==> config.mk <==
export PLATFORM = sky130hd
export DESIGN_NAME = ets_travel_select
export DESIGN_NICKNAME = d
export VERILOG_FILES = /design/src/hdl/ets_pkg.sv /design/src/hdl/ets_speed_mem.sv /design/src/hdl/ets_travel_select.sv
export SDC_FILE = /design/constraint.sdc
export NUM_CORES = 1
export LEC_CHECK = 0
export BUFFER_PORTS_ARGS = -buffer_cell sky130_fd_sc_hd__buf_2
export CAP_MARGIN = 10
export CELL_PAD_IN_SITES_DETAIL_PLACEMENT = 1
export CELL_PAD_IN_SITES_GLOBAL_PLACEMENT = 2
export CORE_ASPECT_RATIO = 1.4
export CORE_MARGIN = 1.5
export CORE_UTILIZATION = 35
export DETAILED_ROUTE_END_ITERATION = 12
export PLACE_DENSITY = 0.73
export SETUP_SLACK_MARGIN = 0.02
export SLEW_MARGIN = 0
export SYNTH_ARGS = -nofsm -noshare
export SYNTH_HDL_FRONTEND = slang
export SYNTH_SLANG_ARGS = --single-unit
==> constraint.sdc <==
create_clock -name i_clk -period 8.45 [get_ports i_clk]
set_input_delay 0.845 -clock i_clk [delete_from_list [all_inputs] [get_ports i_clk]]
set_output_delay 0.845 -clock i_clk [all_outputs]
set_load 0.05 [all_outputs]
==> src/hdl/ets_pkg.sv <==
// Purpose: Shared constants for the elevator travel and speed select block
// Assumes: One 20 MHz clock, synchronous active-high reset
// Notes: Function codes are the values a terminal may be assigned
package ets_pkg;

  // ****************************************
  // Sizes and fixed settings
  // ****************************************
  localparam int SPEED_W = 16;
  localparam int IDX_W = 4;
  localparam int FN_W = 7;
  localparam int TERM_N = 5;
  localparam int CLK_PERIOD_NS = 50;
  // Speed source cannot be changed: digital inputs or keypad values only
  localparam logic SPEED_SOURCE_SELECT = 1'h0;

  // ****************************************
  // Terminal function codes
  // ****************************************
  localparam logic [6:0] FN_SPEED_BIT1 = 7'h03;
  localparam logic [6:0] FN_SPEED_BIT2 = 7'h04;
  localparam logic [6:0] FN_SPEED_BIT3 = 7'h05;
  localparam logic [6:0] FN_INHIBIT_NO = 7'h08;
  localparam logic [6:0] FN_INHIBIT_NC = 7'h09;
  localparam logic [6:0] FN_NOMINAL = 7'h32;
  localparam logic [6:0] FN_INTER = 7'h33;
  localparam logic [6:0] FN_INTER2 = 7'h34;
  localparam logic [6:0] FN_LEVEL = 7'h35;
  localparam logic [6:0] FN_INSPECT = 7'h36;
  localparam logic [6:0] FN_CONTACTOR = 7'h38;

  // ****************************************
  // Modes and sources
  // ****************************************
  localparam logic [1:0] MODE_MULTI1 = 2'h0;
  localparam logic [1:0] MODE_HIGH_PRI = 2'h1;
  localparam logic [1:0] MODE_LEVEL_PRI = 2'h2;
  localparam logic [1:0] MODE_MULTI2 = 2'h3;
  localparam logic RUN_SRC_KEYPAD = 1'h0;
  localparam logic RUN_SRC_TERMINAL = 1'h1;
  localparam logic STOP_RAMP = 1'h0;
  localparam logic STOP_COAST = 1'h1;

  // ****************************************
  // Stored speed slots
  // ****************************************
  localparam logic [3:0] IDX_MULTI_BASE = 4'h0;
  localparam logic [3:0] IDX_NOMINAL = 4'h8;
  localparam logic [3:0] IDX_INTER1 = 4'h9;
  localparam logic [3:0] IDX_INTER2 = 4'hA;
  localparam logic [3:0] IDX_INTER3 = 4'hB;
  localparam logic [3:0] IDX_RELEVEL = 4'hC;
  localparam logic [3:0] IDX_INSPECT = 4'hD;
  localparam logic [3:0] IDX_LEVEL = 4'hE;
  localparam int SPEED_SLOTS = 16;

  // ****************************************
  // Synchroniser bit positions and reset values
  // ****************************************
  localparam int PIN_UP = 0;
  localparam int PIN_DOWN = 1;
  localparam int PIN_SAFE = 2;
  localparam int PIN_KEY_RUN = 3;
  localparam int PIN_KEY_STOP = 4;
  localparam int PIN_TERM0 = 5;
  localparam int PIN_N = 10;
  localparam logic [9:0] PIN_RST = 10'h000;
  localparam logic [15:0] SPEED_RST = 16'h0000;

  typedef enum logic [2:0] {
    ETS_IDLE = 3'b001,
    ETS_UP = 3'b010,
    ETS_DOWN = 3'b100
  } ets_state_t;

endpackage

==> src/hdl/ets_speed_mem.sv <==
// Purpose: Stored speed reference table with registered read
// Assumes: Single clock, synchronous reset clears all slots
// Notes: Read data appear one clock after the address
`timescale 1ns/10ps
`default_nettype none
module ets_speed_mem
  import ets_pkg::*;
#(
  parameter int W = SPEED_W,
  parameter int DEPTH = SPEED_SLOTS,
  parameter int AW = IDX_W
)(
  input wire logic i_clk,
  input wire logic i_srst,
  input wire logic i_wr_en,
  input wire logic [AW-1:0] i_wr_addr,
  input wire logic [W-1:0] i_wr_data,
  input wire logic [AW-1:0] i_rd_addr,
  output logic [W-1:0] o_rd_data
);

  logic [W-1:0] mem_q [DEPTH];

  if (DEPTH > (1 << AW) || W < 1)
    $error("ets_speed_mem: depth does not fit address width");

  always_ff @(posedge i_clk)
  begin
    if (i_srst)
    begin
      for (int i = 0; i < DEPTH; i++)
        mem_q[i] <= '0;
      o_rd_data <= '0;
    end
    else
    begin
      if (i_wr_en)
        mem_q[i_wr_addr] <= i_wr_data;
      o_rd_data <= mem_q[i_rd_addr];
    end
  end

endmodule
`default_nettype wire

==> src/hdl/ets_travel_select.sv <==
// Purpose: Travel start/stop decision and speed reference selection
// Assumes: Terminals and keypad keys are asynchronous pins; config and fault are local
// Notes: Speed reference follows the select inputs with four clocks of latency
`timescale 1ns/10ps
`default_nettype none
module ets_travel_select
  import ets_pkg::*;
#(
  parameter int SPEED_WIDTH = SPEED_W
)(
  input wire logic i_clk,
  input wire logic i_srst,
  input wire logic i_up_travel_terminal,
  input wire logic i_down_travel_terminal,
  input wire logic i_safety_disable_terminal,
  input wire logic i_key_run,
  input wire logic i_key_stop,
  input wire logic i_aux_a_terminal,
  input wire logic i_aux_b_terminal,
  input wire logic i_select_bit1_terminal,
  input wire logic i_select_bit2_terminal,
  input wire logic i_select_bit3_terminal,
  input wire logic i_run_command_source,
  input wire logic i_keypad_dir_down,
  input wire logic [1:0] i_speed_selection_mode,
  input wire logic i_stop_method_select,
  input wire logic [6:0] i_aux_a_function,
  input wire logic [6:0] i_aux_b_function,
  input wire logic [6:0] i_bit3_function,
  input wire logic i_fault,
  input wire logic i_fault_coast,
  input wire logic i_speed_wr_en,
  input wire logic [3:0] i_speed_wr_index,
  input wire logic [SPEED_WIDTH-1:0] i_speed_wr_value,
  output logic o_run_permit,
  output logic o_dir_up,
  output logic o_dir_down,
  output logic o_brake_apply,
  output logic o_coast_stop,
  output logic o_ramp_stop,
  output logic [SPEED_WIDTH-1:0] o_speed_ref
);

  if (SPEED_WIDTH < 1 || SPEED_WIDTH > 32)
    $error("ets_travel_select: speed width must be 1 to 32");

  // ****************************************
  // Pin synchronisers
  // ****************************************
  logic [PIN_N-1:0] pin_raw;
  logic [PIN_N-1:0] sync1_q;
  logic [PIN_N-1:0] sync2_q;
  logic key_run_prev_q;
  logic level_prev_q;
  logic kp_cmd_q;
  logic zero_q;
  ets_state_t state_q;
  ets_state_t state_d;
  logic [SPEED_WIDTH-1:0] mem_rd;

  assign pin_raw = {i_select_bit3_terminal, i_select_bit2_terminal, i_select_bit1_terminal,
                    i_aux_b_terminal, i_aux_a_terminal, i_key_stop, i_key_run,
                    i_safety_disable_terminal, i_down_travel_terminal,
                    i_up_travel_terminal};

  always_ff @(posedge i_clk)
  begin
    if (i_srst)
    begin
      sync1_q <= PIN_RST;
      sync2_q <= PIN_RST;
    end
    else
    begin
      sync1_q <= pin_raw;
      sync2_q <= sync1_q;
    end
  end

  // ****************************************
  // Terminal function map
  // ****************************************
  function automatic logic fn_on(input logic [TERM_N*FN_W-1:0] fa,
                                 input logic [TERM_N-1:0] t,
                                 input logic [FN_W-1:0] code);
    logic hit;
    hit = 1'b0;
    for (int i = 0; i < TERM_N; i++)
      hit = hit | (t[i] && fa[i*FN_W +: FN_W] == code);
    return hit;
  endfunction

  wire multi_mode = (i_speed_selection_mode == MODE_MULTI1) ||
                    (i_speed_selection_mode == MODE_MULTI2);
  wire sep_mode = !multi_mode;
  wire [TERM_N-1:0] term = sync2_q[PIN_TERM0 +: TERM_N];
  wire [TERM_N-1:0] all_t = {TERM_N{1'b1}};
  // Preset terminals per mode; the free ones follow the config ports
  wire [6:0] fn_a = multi_mode ? i_aux_a_function : FN_NOMINAL;
  wire [6:0] fn_b = multi_mode ? i_aux_b_function : FN_INSPECT;
  wire [6:0] fn_1 = multi_mode ? FN_SPEED_BIT1 : FN_INTER;
  wire [6:0] fn_2 = multi_mode ? FN_SPEED_BIT2 : FN_LEVEL;
  wire [6:0] fn_3 = multi_mode ? FN_SPEED_BIT3 : i_bit3_function;
  wire [TERM_N*FN_W-1:0] input_function_assign = {fn_3, fn_2, fn_1, fn_b, fn_a};

  // ****************************************
  // Speed selection decode
  // ****************************************
  wire [2:0] mbits = {fn_on(input_function_assign, term, FN_SPEED_BIT3),
                      fn_on(input_function_assign, term, FN_SPEED_BIT2),
                      fn_on(input_function_assign, term, FN_SPEED_BIT1)};
  wire n50 = fn_on(input_function_assign, term, FN_NOMINAL);
  wire n51 = fn_on(input_function_assign, term, FN_INTER);
  wire n52 = fn_on(input_function_assign, term, FN_INTER2);
  wire n53 = fn_on(input_function_assign, term, FN_LEVEL);
  wire n54 = fn_on(input_function_assign, term, FN_INSPECT);
  wire lvl_assigned = fn_on(input_function_assign, all_t, FN_LEVEL);
  wire nom_assigned = fn_on(input_function_assign, all_t, FN_NOMINAL);
  wire any_hi = n50 | n51 | n52;
  wire mode_lvl_pri = i_speed_selection_mode == MODE_LEVEL_PRI;
  wire mode_multi2 = i_speed_selection_mode == MODE_MULTI2;

  // Binary code, bit 1 lowest; slot n holds reference n+1
  wire [3:0] multi_idx = 4'(IDX_MULTI_BASE + {1'b0, mbits});
  wire multi_stop = mode_multi2 && mbits == 3'h0;

  wire [3:0] hi_idx =
    ({n50, n51, n52} == 3'b010) ? IDX_INTER1 :
    ({n50, n51, n52} == 3'b111) ? IDX_INTER2 :
    ({n50, n51, n52} == 3'b011) ? IDX_INTER3 :
    ({n50, n51, n52} == 3'b001) ? IDX_RELEVEL : IDX_NOMINAL;

  // No input: unassigned leveling falls to leveling speed (mode 1),
  // unassigned nominal falls to nominal speed (mode 2)
  wire idle_speed = mode_lvl_pri ? !nom_assigned : (!lvl_assigned || n53);
  wire [3:0] idle_idx = mode_lvl_pri ? IDX_NOMINAL : IDX_LEVEL;
  // Leveling overrides in mode 2; in mode 1 other inputs win
  wire [3:0] sep_idx =
    (mode_lvl_pri && n53) ? IDX_LEVEL :
    any_hi ? hi_idx :
    n54 ? IDX_INSPECT :
    idle_idx;
  wire sep_stop = !(mode_lvl_pri && n53) && !any_hi && !n54 && !idle_speed;

  // Source is fixed, so only stored values or the forced zero of a stop decode can ever reach the output
  wire [3:0] sel_idx = multi_mode ? multi_idx : sep_idx;
  wire sel_zero = multi_mode ? multi_stop : sep_stop;

  ets_speed_mem #(
    .W(SPEED_WIDTH),
    .DEPTH(SPEED_SLOTS),
    .AW(IDX_W)
  ) u_mem (
    .i_clk(i_clk),
    .i_srst(i_srst),
    .i_wr_en(i_speed_wr_en),
    .i_wr_addr(i_speed_wr_index),
    .i_wr_data(i_speed_wr_value),
    .i_rd_addr(sel_idx),
    .o_rd_data(mem_rd)
  );

  always_ff @(posedge i_clk)
  begin
    if (i_srst)
    begin
      zero_q <= 1'b1;
      o_speed_ref <= SPEED_WIDTH'(SPEED_RST);
    end
    else
    begin
      zero_q <= sel_zero;
      o_speed_ref <= zero_q ? '0 : mem_rd;
    end
  end

  // ****************************************
  // Commands and permissives
  // ****************************************
  wire key_run_rise = sync2_q[PIN_KEY_RUN] && !key_run_prev_q;
  wire src_term = i_run_command_source == RUN_SRC_TERMINAL;
  wire cmd_up = src_term ? sync2_q[PIN_UP] : (kp_cmd_q && !i_keypad_dir_down);
  wire cmd_dn = src_term ? sync2_q[PIN_DOWN] : (kp_cmd_q && i_keypad_dir_down);
  wire safe_ok = sync2_q[PIN_SAFE];
  wire inhibit = fn_on(input_function_assign, term, FN_INHIBIT_NO) ||
                 fn_on(input_function_assign, ~term, FN_INHIBIT_NC);
  wire cont_ok = !fn_on(input_function_assign, all_t, FN_CONTACTOR) ||
                 fn_on(input_function_assign, term, FN_CONTACTOR);
  wire hard_stop = !safe_ok || inhibit;
  // Falling edge, so a run that never used leveling is not cut short
  wire lvl_rel = sep_mode && lvl_assigned && level_prev_q && !n53;
  wire stop_any = hard_stop || i_fault || lvl_rel || multi_stop;
  // Output lags the decode by two clocks; a stale nonzero value must not start
  wire start_ok = (o_speed_ref != '0) && !zero_q && !sel_zero &&
                  safe_ok && !inhibit && cont_ok && !stop_any;
  wire running = state_q != ETS_IDLE;
  wire coast = hard_stop ||
               (i_fault ? (i_fault_coast || i_stop_method_select == STOP_COAST)
                        : i_stop_method_select == STOP_COAST);

  always_ff @(posedge i_clk)
  begin
    if (i_srst)
    begin
      key_run_prev_q <= 1'b0;
      level_prev_q <= 1'b0;
      kp_cmd_q <= 1'b0;
    end
    else
    begin
      key_run_prev_q <= sync2_q[PIN_KEY_RUN];
      level_prev_q <= n53;
      // Stop key and any stop drop the latched keypad command
      if (sync2_q[PIN_KEY_STOP] || stop_any)
        kp_cmd_q <= 1'b0;
      else if (key_run_rise)
        kp_cmd_q <= 1'b1;
    end
  end

  // ****************************************
  // Travel state machine
  // ****************************************
  always_comb
  begin
    state_d = state_q;
    case (state_q)
      ETS_IDLE:
      begin
        // Both directions at once is refused
        if (start_ok && cmd_up && !cmd_dn)
          state_d = ETS_UP;
        else if (start_ok && cmd_dn && !cmd_up)
          state_d = ETS_DOWN;
      end
      ETS_UP:
      begin
        if (stop_any || !cmd_up)
          state_d = ETS_IDLE;
      end
      ETS_DOWN:
      begin
        if (stop_any || !cmd_dn)
          state_d = ETS_IDLE;
      end
      default:
        state_d = ETS_IDLE;
    endcase
  end

  always_ff @(posedge i_clk)
  begin
    if (i_srst)
    begin
      state_q <= ETS_IDLE;
      o_run_permit <= 1'b0;
      o_dir_up <= 1'b0;
      o_dir_down <= 1'b0;
      o_brake_apply <= 1'b1;
      o_coast_stop <= 1'b0;
      o_ramp_stop <= 1'b0;
    end
    else
    begin
      state_q <= state_d;
      o_run_permit <= state_d != ETS_IDLE;
      o_dir_up <= state_d == ETS_UP;
      o_dir_down <= state_d == ETS_DOWN;
      o_brake_apply <= state_d == ETS_IDLE;
      o_coast_stop <= running && state_d == ETS_IDLE && coast;
      o_ramp_stop <= running && state_d == ETS_IDLE && !coast;
    end
  end
endmodule
`default_nettype wire

==> impl.org, run 1 <==
** Setup path
- Type of destination of the critical path :: register
- Required time of the critical path :: 8.83 ns
- STA classifies the critical path startpoint as an input port.
- R2R Setup Slk :: 4.60 ns
- Startpoint-to-endpoint class of the critical path :: input port to register
- The startpoint identified for the worst register-to-register timing path is sync2_q[9]$_SDFF_PP0_.
- Reg-to-reg endpoint :: u_mem.o_rd_data[10]$_SDFF_PP0_
- Of all nets on the critical path, the largest fanout is 37.
- For the worst flop-to-flop path, the logic depth is 8.
- Data arrival time of the critical path :: 4.95 ns

** CTS
- Number of buffers on the longest clock path :: 3
- The number of clock buffers added by TritonCTS is 35.
- Post-CTS repair changed the size of 0 cells.
- Post-CTS Repair Setup Buffers :: 0
- Clock-pin slew was measured on the worst setup and hold paths at 0.06 ns.
- Post-CTS Hold Fix Bufs :: 0
- Master cell of the clock root buffer :: sky130_fd_sc_hd__clkbuf_16
- TritonCTS built the clock tree.
- H-tree level count :: 2
- Count of clock tree sinks :: 321
- Skew-Pair Late Insertion Delay :: 0.54 ns

** Power
- Power density of the placed cells :: 216 nW/um2
- Peak supply drop :: 0.110 mV
- Net switching power of the design :: 1.10 mW
- The internal power of the cells totals 2.87 mW.
- In this run switching power makes up 27.8% of total power.
- The share of total power dissipated in combinational logic is 14.2%.
- Leakage power total :: 6.51 nW
- Seq pwr share :: 46.3%
- Clk pwr share :: 39.6%

** Route
- Via Count :: 12500
- Once detail routing completed, the nets flagged for antenna violations numbered 0.
- For this run, the detailed router's first-pass iteration total came to 5.
- The detailed router finished its first iteration with 794 violations.
- For this block, the routed nets add up to 56300 um of wire.
- After detailed routing, the average wire length per cell comes to 25.9 um.
- Dividing the detail-routed via count by the number of cells gives 5.77.
- For this run, design rule violations remaining after detail routing come to 0.

** Floorplan
- The initial utilization of the core area, before any placement, comes to 35.5%.
- The region available for standard cell placement spans 46100 um2.
- Chip Width :: 186 um
- Ports placed on the boundary :: 83
- In this run the core area contains 93 standard-cell rows.
- In this run the vertical extent of the chip is 259 um.
- The die covers 48000 um2.

** STA
- Worst Tran Pin Value :: 1.06 ns
- Period utilization :: 54.1%
- Pins Over Slew Limit :: 0
- Final number of hold-violating endpoints :: 0
- Fin Clk Skew :: 0.0258 ns
- RSZ-0062 raised after global routing :: no
- Setup violations remaining at the end of the flow were counted as 0.
- Setup total negative slack on the finished layout was measured at 0 ns.
- Worst max-slew margin expressed relative to the limit :: 29.3%
- Based on the critical path, the design can be clocked at up to 0.219 GHz.
- Final min period :: 4.57 ns

** Global route
- The number of global-route vias before repair is 13100.
- GR Overflow Total :: 0
- Global routing used 23.4% of the available tracks across all layers.
- First-pass GRT wire length :: 82800 um
- The number of antenna violations at the first check in global routing is 1.
- Entering global routing, the biggest net connects 69 pins.

** Synthesis
- Number of synthesized flops with an enable pin :: 256
- In this run the cell area of the synthesized design comes to 16400 um2.
- Mapped Avg Cell Area :: 10.8 um2
- FF+latch count, synth :: 321
- Post-synth net total :: 1577
- In the synthesized netlist, the number of instances is 1514.
- Sequential element share of the synthesized area :: 55.0%
- Yosys printed 0 warnings.
- Async set-reset flop share out of synthesis :: 0%
- Most used DFF post-synth :: sky130_fd_sc_hd__edfxtp_1
- Cell variety after synth :: 73

** Finish
- The final layout contains 1590 nets.
- Layout cell share with drive strength beyond 1 :: 15.4%
- The area growth from synthesis to layout is 12.7%.
- Count of non-filler cells in the finished layout :: 2174

** Min path
- The worst hold path terminates at kp_cmd_q$_SDFFE_PP0P_.
- Hold/Removal Path Class :: register to register
- In this run the most critical hold path is launched from sync2_q[4]$_SDFF_PP0_.
- Counting instances, the worst hold path has a depth of 1.

** Place
- Routability Congestion :: 0.837
- Buffers on Ports :: 82
- Counting tap cells, the placed design contains a total of 2106 instances.
- Final HPWL DP :: 36200 um

** Job
- Max-cap violation count :: 0

** Outcome
- Outcome :: complete, no violations
## stage by stage
step	worst slack [ns]	utilization (%)	hold slack, ns	cell area (um2)	total power [mW]
floorplan	5.06	-	0.374	16400	2.21
global placement	3.18	37.4	0.379	17200	2.42
detailed placement	3.14	37.4	0.400	17200	2.43
CTS	3.68	39.9	0.408	18400	4.01
global route	3.61	40.0	0.415	18400	4.11
finish	3.88	40.0	0.404	18400	3.98
## flip-flops by register name, summed over array words and instances (netlist names), 3 cells and up
| name | flops |
|---|---|
| state_q | 3 |
| u_mem.mem_q | 256 |
| o_speed_ref | 16 |
| u_mem.o_rd_data | 16 |
| sync2_q | 10 |
| sync1_q | 10 |
## cell usage after synthesis, types with 4 or more instances
| master | instances | area (um2) |
|---|---|---|
| sky130_fd_sc_hd__nor4b_1 | 4 | 35.0 |
| sky130_fd_sc_hd__a32o_1 | 16 | 160 |
| sky130_fd_sc_hd__clkbuf_1 | 102 | 383 |
| sky130_fd_sc_hd__o21ai_0 | 37 | 185 |
| sky130_fd_sc_hd__o221ai_1 | 6 | 52.6 |
| sky130_fd_sc_hd__o211ai_1 | 68 | 510 |
| sky130_fd_sc_hd__nor2_1 | 25 | 93.8 |
| sky130_fd_sc_hd__and3_1 | 68 | 425 |
| sky130_fd_sc_hd__buf_6 | 8 | 90.1 |
| sky130_fd_sc_hd__dfxtp_1 | 65 | 1300 |
| sky130_fd_sc_hd__nor2b_1 | 28 | 175 |
| sky130_fd_sc_hd__a21oi_1 | 71 | 355 |
| sky130_fd_sc_hd__and2_1 | 273 | 1710 |
| sky130_fd_sc_hd__edfxtp_1 | 256 | 7690 |
| sky130_fd_sc_hd__a211oi_1 | 39 | 293 |
| sky130_fd_sc_hd__buf_2 | 19 | 95.1 |
| sky130_fd_sc_hd__o221ai_2 | 10 | 150 |
| sky130_fd_sc_hd__a311o_1 | 17 | 170 |
| sky130_fd_sc_hd__nand2_1 | 95 | 357 |
| sky130_fd_sc_hd__nand3_1 | 27 | 135 |
| sky130_fd_sc_hd__nor4_1 | 8 | 50.1 |
| sky130_fd_sc_hd__buf_1 | 10 | 37.5 |
| sky130_fd_sc_hd__a211oi_2 | 10 | 125 |
| sky130_fd_sc_hd__inv_1 | 21 | 78.8 |
| sky130_fd_sc_hd__nand4_1 | 68 | 425 |
| sky130_fd_sc_hd__nor3_1 | 14 | 70.1 |
| sky130_fd_sc_hd__a31oi_1 | 34 | 213 |
| sky130_fd_sc_hd__o2111ai_1 | 21 | 184 |
| sky130_fd_sc_hd__or2_2 | 17 | 106 |
| sky130_fd_sc_hd__nand2b_1 | 5 | 31.3 |
| sky130_fd_sc_hd__or3_1 | 4 | 25.0 |
## layout by cell type (no fill, tap or decap), types with 24 or more instances in the layout
master,Yosys,layout
sky130_fd_sc_hd__and2_1,273,273
sky130_fd_sc_hd__a31oi_1,34,34
sky130_fd_sc_hd__nand3_1,27,26
sky130_fd_sc_hd__nand2_1,95,95
sky130_fd_sc_hd__a211oi_1,39,39
sky130_fd_sc_hd__a21oi_1,71,70
sky130_fd_sc_hd__o21ai_0,37,36
sky130_fd_sc_hd__buf_2,19,82
sky130_fd_sc_hd__nor2_1,25,24
sky130_fd_sc_hd__buf_4,3,35
sky130_fd_sc_hd__nand4_1,68,68
sky130_fd_sc_hd__dfxtp_1,65,65
sky130_fd_sc_hd__and3_1,68,68
sky130_fd_sc_hd__o211ai_1,68,68
sky130_fd_sc_hd__clkbuf_16,0,36
sky130_fd_sc_hd__edfxtp_1,256,256
sky130_fd_sc_hd__nor2b_1,28,28
## kinds of logic (layout without fill, tap and decap cells)
family	after synthesis	after routing	synth area share (%)
and+or+nand+nor	663	663	23.7
buffers and inverters	164	204	4.35
adders and majority gates	2	2	0.153
muxes	1	1	0.0612
DFF	321	321	55.0
AOI/OAI and AO/OA	359	359	16.5
xor gates and xnor gates	4	4	0.214
other	0	3	0
## layout make-up
class | instances | area [um2]
Sequential cell | 321 | 8990
Clock buffer | 51 | 1030
Timing Repair Buffer | 118 | 693
Inverter | 22 | 82.6
Clock inverter | 13 | 135
Antenna cell | 3 | 7.51
Multi-Input combinational cell | 1029 | 6730
Tap cell | 617 | 772
Fill cell | 5075 | 27600
## worst max-delay path by stage
stage                              start                              to  slack (ns)
3_3_place_gp   i_speed_selection_mode[0]   u_mem.o_rd_data[2]$_SDFF_PP0_        3.18
2_1_floorplan  i_speed_selection_mode[0]   u_mem.o_rd_data[0]$_SDFF_PP0_        5.06
4_1_cts        i_speed_selection_mode[0]   u_mem.o_rd_data[2]$_SDFF_PP0_        3.68
3_5_place_dp   i_speed_selection_mode[0]   u_mem.o_rd_data[2]$_SDFF_PP0_        3.14
5_1_grt        i_speed_selection_mode[0]   u_mem.o_rd_data[2]$_SDFF_PP0_        3.61
6_report       i_speed_selection_mode[0]  u_mem.o_rd_data[10]$_SDFF_PP0_        3.88
## critical path, cell delays in order
cell and delay [ns]:
sky130_fd_sc_hd__buf_2 0.09, sky130_fd_sc_hd__inv_1 0.04, sky130_fd_sc_hd__ha_1 0.27, sky130_fd_sc_hd__buf_4 0.30, sky130_fd_sc_hd__inv_1 0.30, sky130_fd_sc_hd__o21ai_0 0.28, sky130_fd_sc_hd__o221a_2 0.30, sky130_fd_sc_hd__o211ai_2 0.44
sky130_fd_sc_hd__a21oi_4 0.92, sky130_fd_sc_hd__buf_4 0.52, sky130_fd_sc_hd__a32o_1 0.47, sky130_fd_sc_hd__o221ai_2 0.13
## layer usage
metal  vias up  GRT usage [%]  share of wire, %  wire length [um]
met5         -              0                 0                 0
met1      6371           27.3                39             22100
met4         0           11.2               5.0              2800
met2       331           42.5                51             29000
met3       117           2.46               4.2              2380
li1       5728              -                 -                 -
## power groups by stage
stage,Combinational [mW],Sequential [mW],Clock (mW)
2_1_floorplan,0.342,1.87,0
3_3_place_gp,0.550,1.87,0
3_5_place_dp,0.560,1.87,0
4_1_cts,0.563,1.84,1.60
5_1_grt,0.602,1.85,1.66
6_report,0.563,1.84,1.57
Note: power is estimated with default switching activity, not from simulation.
==> inputs of run 2 (changes only) <==
- clock period: 8.45 -> 4.8 ns (I/O delays scaled with it)
==> run 2 against run 1 <==
  * Critical path depth increased by 1
  * Largest cell class unchanged
  * Core utilization increased by 0.32 points
  * Flip-flop and latch count unchanged
  * Count of clock-buffer cells in the layout decreased by 5
  * Sequential share of layout area decreased by 0.39 points
  * Routed wire length increased by 0.87%
  * Clock power increased by 70%
  * Worst setup slack got worse by 2.5 ns
  * Die area unchanged
  * Critical endpoint is now u_mem.o_rd_data[8]$_SDFF_PP0_
  * Clock skew increased by 0.0030 ns
  * Critical path type unchanged
  * Register-to-register slack got worse by 3.2 ns
==> impl.org, run 2 (synthesis gave the netlist of run 1 again) <==
** Route
- The first routing iteration left 806 violations.
- Wires add up to 56800 um.
- Final routed wire length divided by cell count :: 25.9 um
- Using the TritonRoute via totals, the vias-per-cell ratio works out to 5.79.
- The pre-antenna-repair detailed-routing pass consisted of 7 iterations.
- The count of nets left with antenna violations once routing finished came out at 0.
- DRC violation count after routing :: 0
- Across all layers, the routed design uses 12700 vias.

** Floorplan
- Ports placed on the boundary :: 83
- Starting density of the core :: 35.5%
- Die area :: 48000 um2
- The core region is 46100 um2.
- The initialized floorplan defines 93 standard-cell rows.
- Chip Width :: 186 um
- Die span in y :: 259 um

** STA
- The max-slew violation total from the final report is 0.
- Fin Clk Skew :: 0.0287 ns
- For this run, the top clock speed supported by timing is 0.289 GHz.
- Final Worst Setup Slack :: 1.34 ns
- For the pin with the worst max-slew slack, the measured transition is 1.08 ns.
- Setup-violating endpoint count in the final report :: 0
- RSZ-0062 raised after global routing :: no
- Final min period :: 3.46 ns
- In the final timing run, aggregate negative setup slack is 0 ns.
- The worst pin sits at a relative slew slack of 27.8%.
- The hold violation total from the final report came to 0.
- In the finished design, the share of the clock period the worst path needs comes to 72.0%.

** Finish
- Largest registers :: u_mem.mem_q (256), o_speed_ref (16), u_mem.o_rd_data (16)
- Cells fill 40.3% of the core in the end.
- In the final layout, the share of cells above drive strength 1 is 15.9%.
- Register bank with the most flops :: u_mem.mem_q
- Number of flip-flops in the largest register :: 256
- Fill cells in the final layout number 5063.
- In the layout the commonest cells are sky130_fd_sc_hd__and2_1 (273), sky130_fd_sc_hd__edfxtp_1 (256), sky130_fd_sc_hd__nand2_1 (95).
- Leaving out fill and tap cells, the most frequent cell in the layout is sky130_fd_sc_hd__and2_1.
- Syn-to-layout area delta :: 13.7%
- Net count reported at finish :: 1609

** CTS
- The clock drives 321 sinks.
- In this run the deepest clock path goes through 3 buffers.
- After clock tree synthesis, the setup repair step added 0 buffers.
- Post-CTS Hold Fix Bufs :: 0
- TritonCTS buffer count :: 36
- Once the clock tree was built, the resizer swapped 0 gates to a different size.
- The tree is rooted in a sky130_fd_sc_hd__clkbuf_16.
- H-tree level count :: 2
- Clk slew on worst S/H paths :: 0.06 ns
- TritonCTS built the clock tree.
- The later pin in the worst-skew pair is clocked with a latency of 0.56 ns.

** Global route
- Entering global routing, the biggest net connects 126 pins.
- Total GRT Usage :: 23.8%
- Initial antenna violation count :: 1
- Global routing consumed, on the met2 layer, 42.6% of the routing resources.
- After global routing, the most crowded layer is met2.
- First-pass GRT wire length :: 84700 um
- Global routing used 2.64% of the available met3 tracks.
- Via count of the first global-routing pass :: 13300
- For this run the aggregate overflow at the end of global routing stands at 0.
- In the global route stage, met1 resource usage came out at 28.0%.

** Setup path
- At the worst endpoint, the arrival time is 3.87 ns.
- The worst setup path is captured at a register.
- Along the worst path, the maximum fanout reaches 30.
- Startpoint-to-endpoint class of the critical path :: input port to register
- At the worst endpoint, the required time is 5.21 ns.
- Startpoint of the worst register-to-register path :: sync2_q[9]$_SDFF_PP0_
- R2R Setup Slk :: 1.40 ns
- Cells traversed along the worst timing path :: buf_2 > inv_1 > ha_1 > buf_4 > nand2_1 > nor2_1 > o32a_1 > or3_4 > nor2_4 > buf_12 > o211ai_1 > o211ai_1 > o221ai_1
- Delay of the slowest cell on the worst path :: 0.55 ns
- Reg-to-reg endpoint :: u_mem.o_rd_data[8]$_SDFF_PP0_
- STA classifies the critical path startpoint as an input port.
- For the worst flop-to-flop path, the logic depth is 9.
- The largest individual stage delay along the critical path comes from the cell sky130_fd_sc_hd__or3_4.
- Cell repeated most along the worst path :: sky130_fd_sc_hd__o211ai_1

** Place
- Final HPWL DP :: 37500 um
- Worst Setup Slack post-DPL :: 0.786 ns
- Buffers on Ports :: 82
- At the end of routability-driven placement, the weighted congestion stood at 0.849.

** Min path
- Hold/Removal Path Class :: input port to register
- The startpoint identified for the worst hold timing path is i_up_travel_terminal.
- Terminating pin of the worst hold path :: sync1_q[0]$_SDFF_PP0_
- Depth of the worst hold-timing path :: 2

** Outcome
- Outcome :: complete, no violations

** Power
- Peak supply drop :: 0.232 mV
- Leakage power total :: 6.60 nW
- The completed layout was analyzed and its total power is 6.92 mW.
- Power density of the placed cells :: 372 nW/um2

** Job
- Max-cap violation count :: 0
run 2: final cells by class:
type / instances / area, um2 / share of cell area (%)
Inverter: 22 / 82.6 / 0.444
Clock inverter: 20 / 150 / 0.808
Sequential cell: 321 / 8990 / 48.4
Timing Repair Buffer: 136 / 891 / 4.79
Antenna cell: 1 / 2.50 / 0.0135
Clock buffer: 46 / 968 / 5.21
Tap cell: 617 / 772 / 4.15
Multi-Input combinational cell: 1029 / 6730 / 36.2
run 2: power breakdown:
group          internal, mW  total, mW  leakage [nW]  switching, mW
clock                  1.50       2.67         0.555           1.17
combinational         0.309       1.00          3.07          0.692
sequential             3.17       3.25          2.97         0.0805
run 2: worst max-delay path: cells and delay by family:
kind | cells | cell delay, ns
compound gates | 4 | 1.06
buf+inv | 4 | 0.62
fa+ha+maj | 1 | 0.31
simple gates | 4 | 1.32
run 2: worst max-delay path by stage:
stage / cells past startpoint / slack (ns) / from / end
finish: 13 / 1.34 / i_speed_selection_mode[0] / u_mem.o_rd_data[8]$_SDFF_PP0_
global route: 13 / 1.15 / i_speed_selection_mode[0] / o_dir_down$_SDFF_PP0_
CTS: 12 / 1.36 / i_speed_selection_mode[0] / u_mem.o_rd_data[10]$_SDFF_PP0_
detailed placement: 12 / 0.79 / i_speed_selection_mode[0] / u_mem.o_rd_data[10]$_SDFF_PP0_
global placement: 12 / 0.80 / i_speed_selection_mode[0] / u_mem.o_rd_data[10]$_SDFF_PP0_
floorplan: 13 / 1.78 / i_speed_selection_mode[0] / u_mem.o_rd_data[0]$_SDFF_PP0_
run 2: metal layers:
metal | part of all wire, % | wire [um]
met1 | 40 | 22600
met3 | 3.6 | 2060
met5 | 0 | 0
met2 | 52 | 29400
met4 | 4.8 | 2720
run 2: per-stage QoR:
step           area [um2]  cells  hold WS, ns
2_1_floorplan       16400   1514        0.374
3_3_place_gp        17500   2125        0.383
3_5_place_dp        17500   2125        0.385
4_1_cts             18600   2191        0.127
5_1_grt             18600   2191        0.147
6_report            18600   2192        0.143
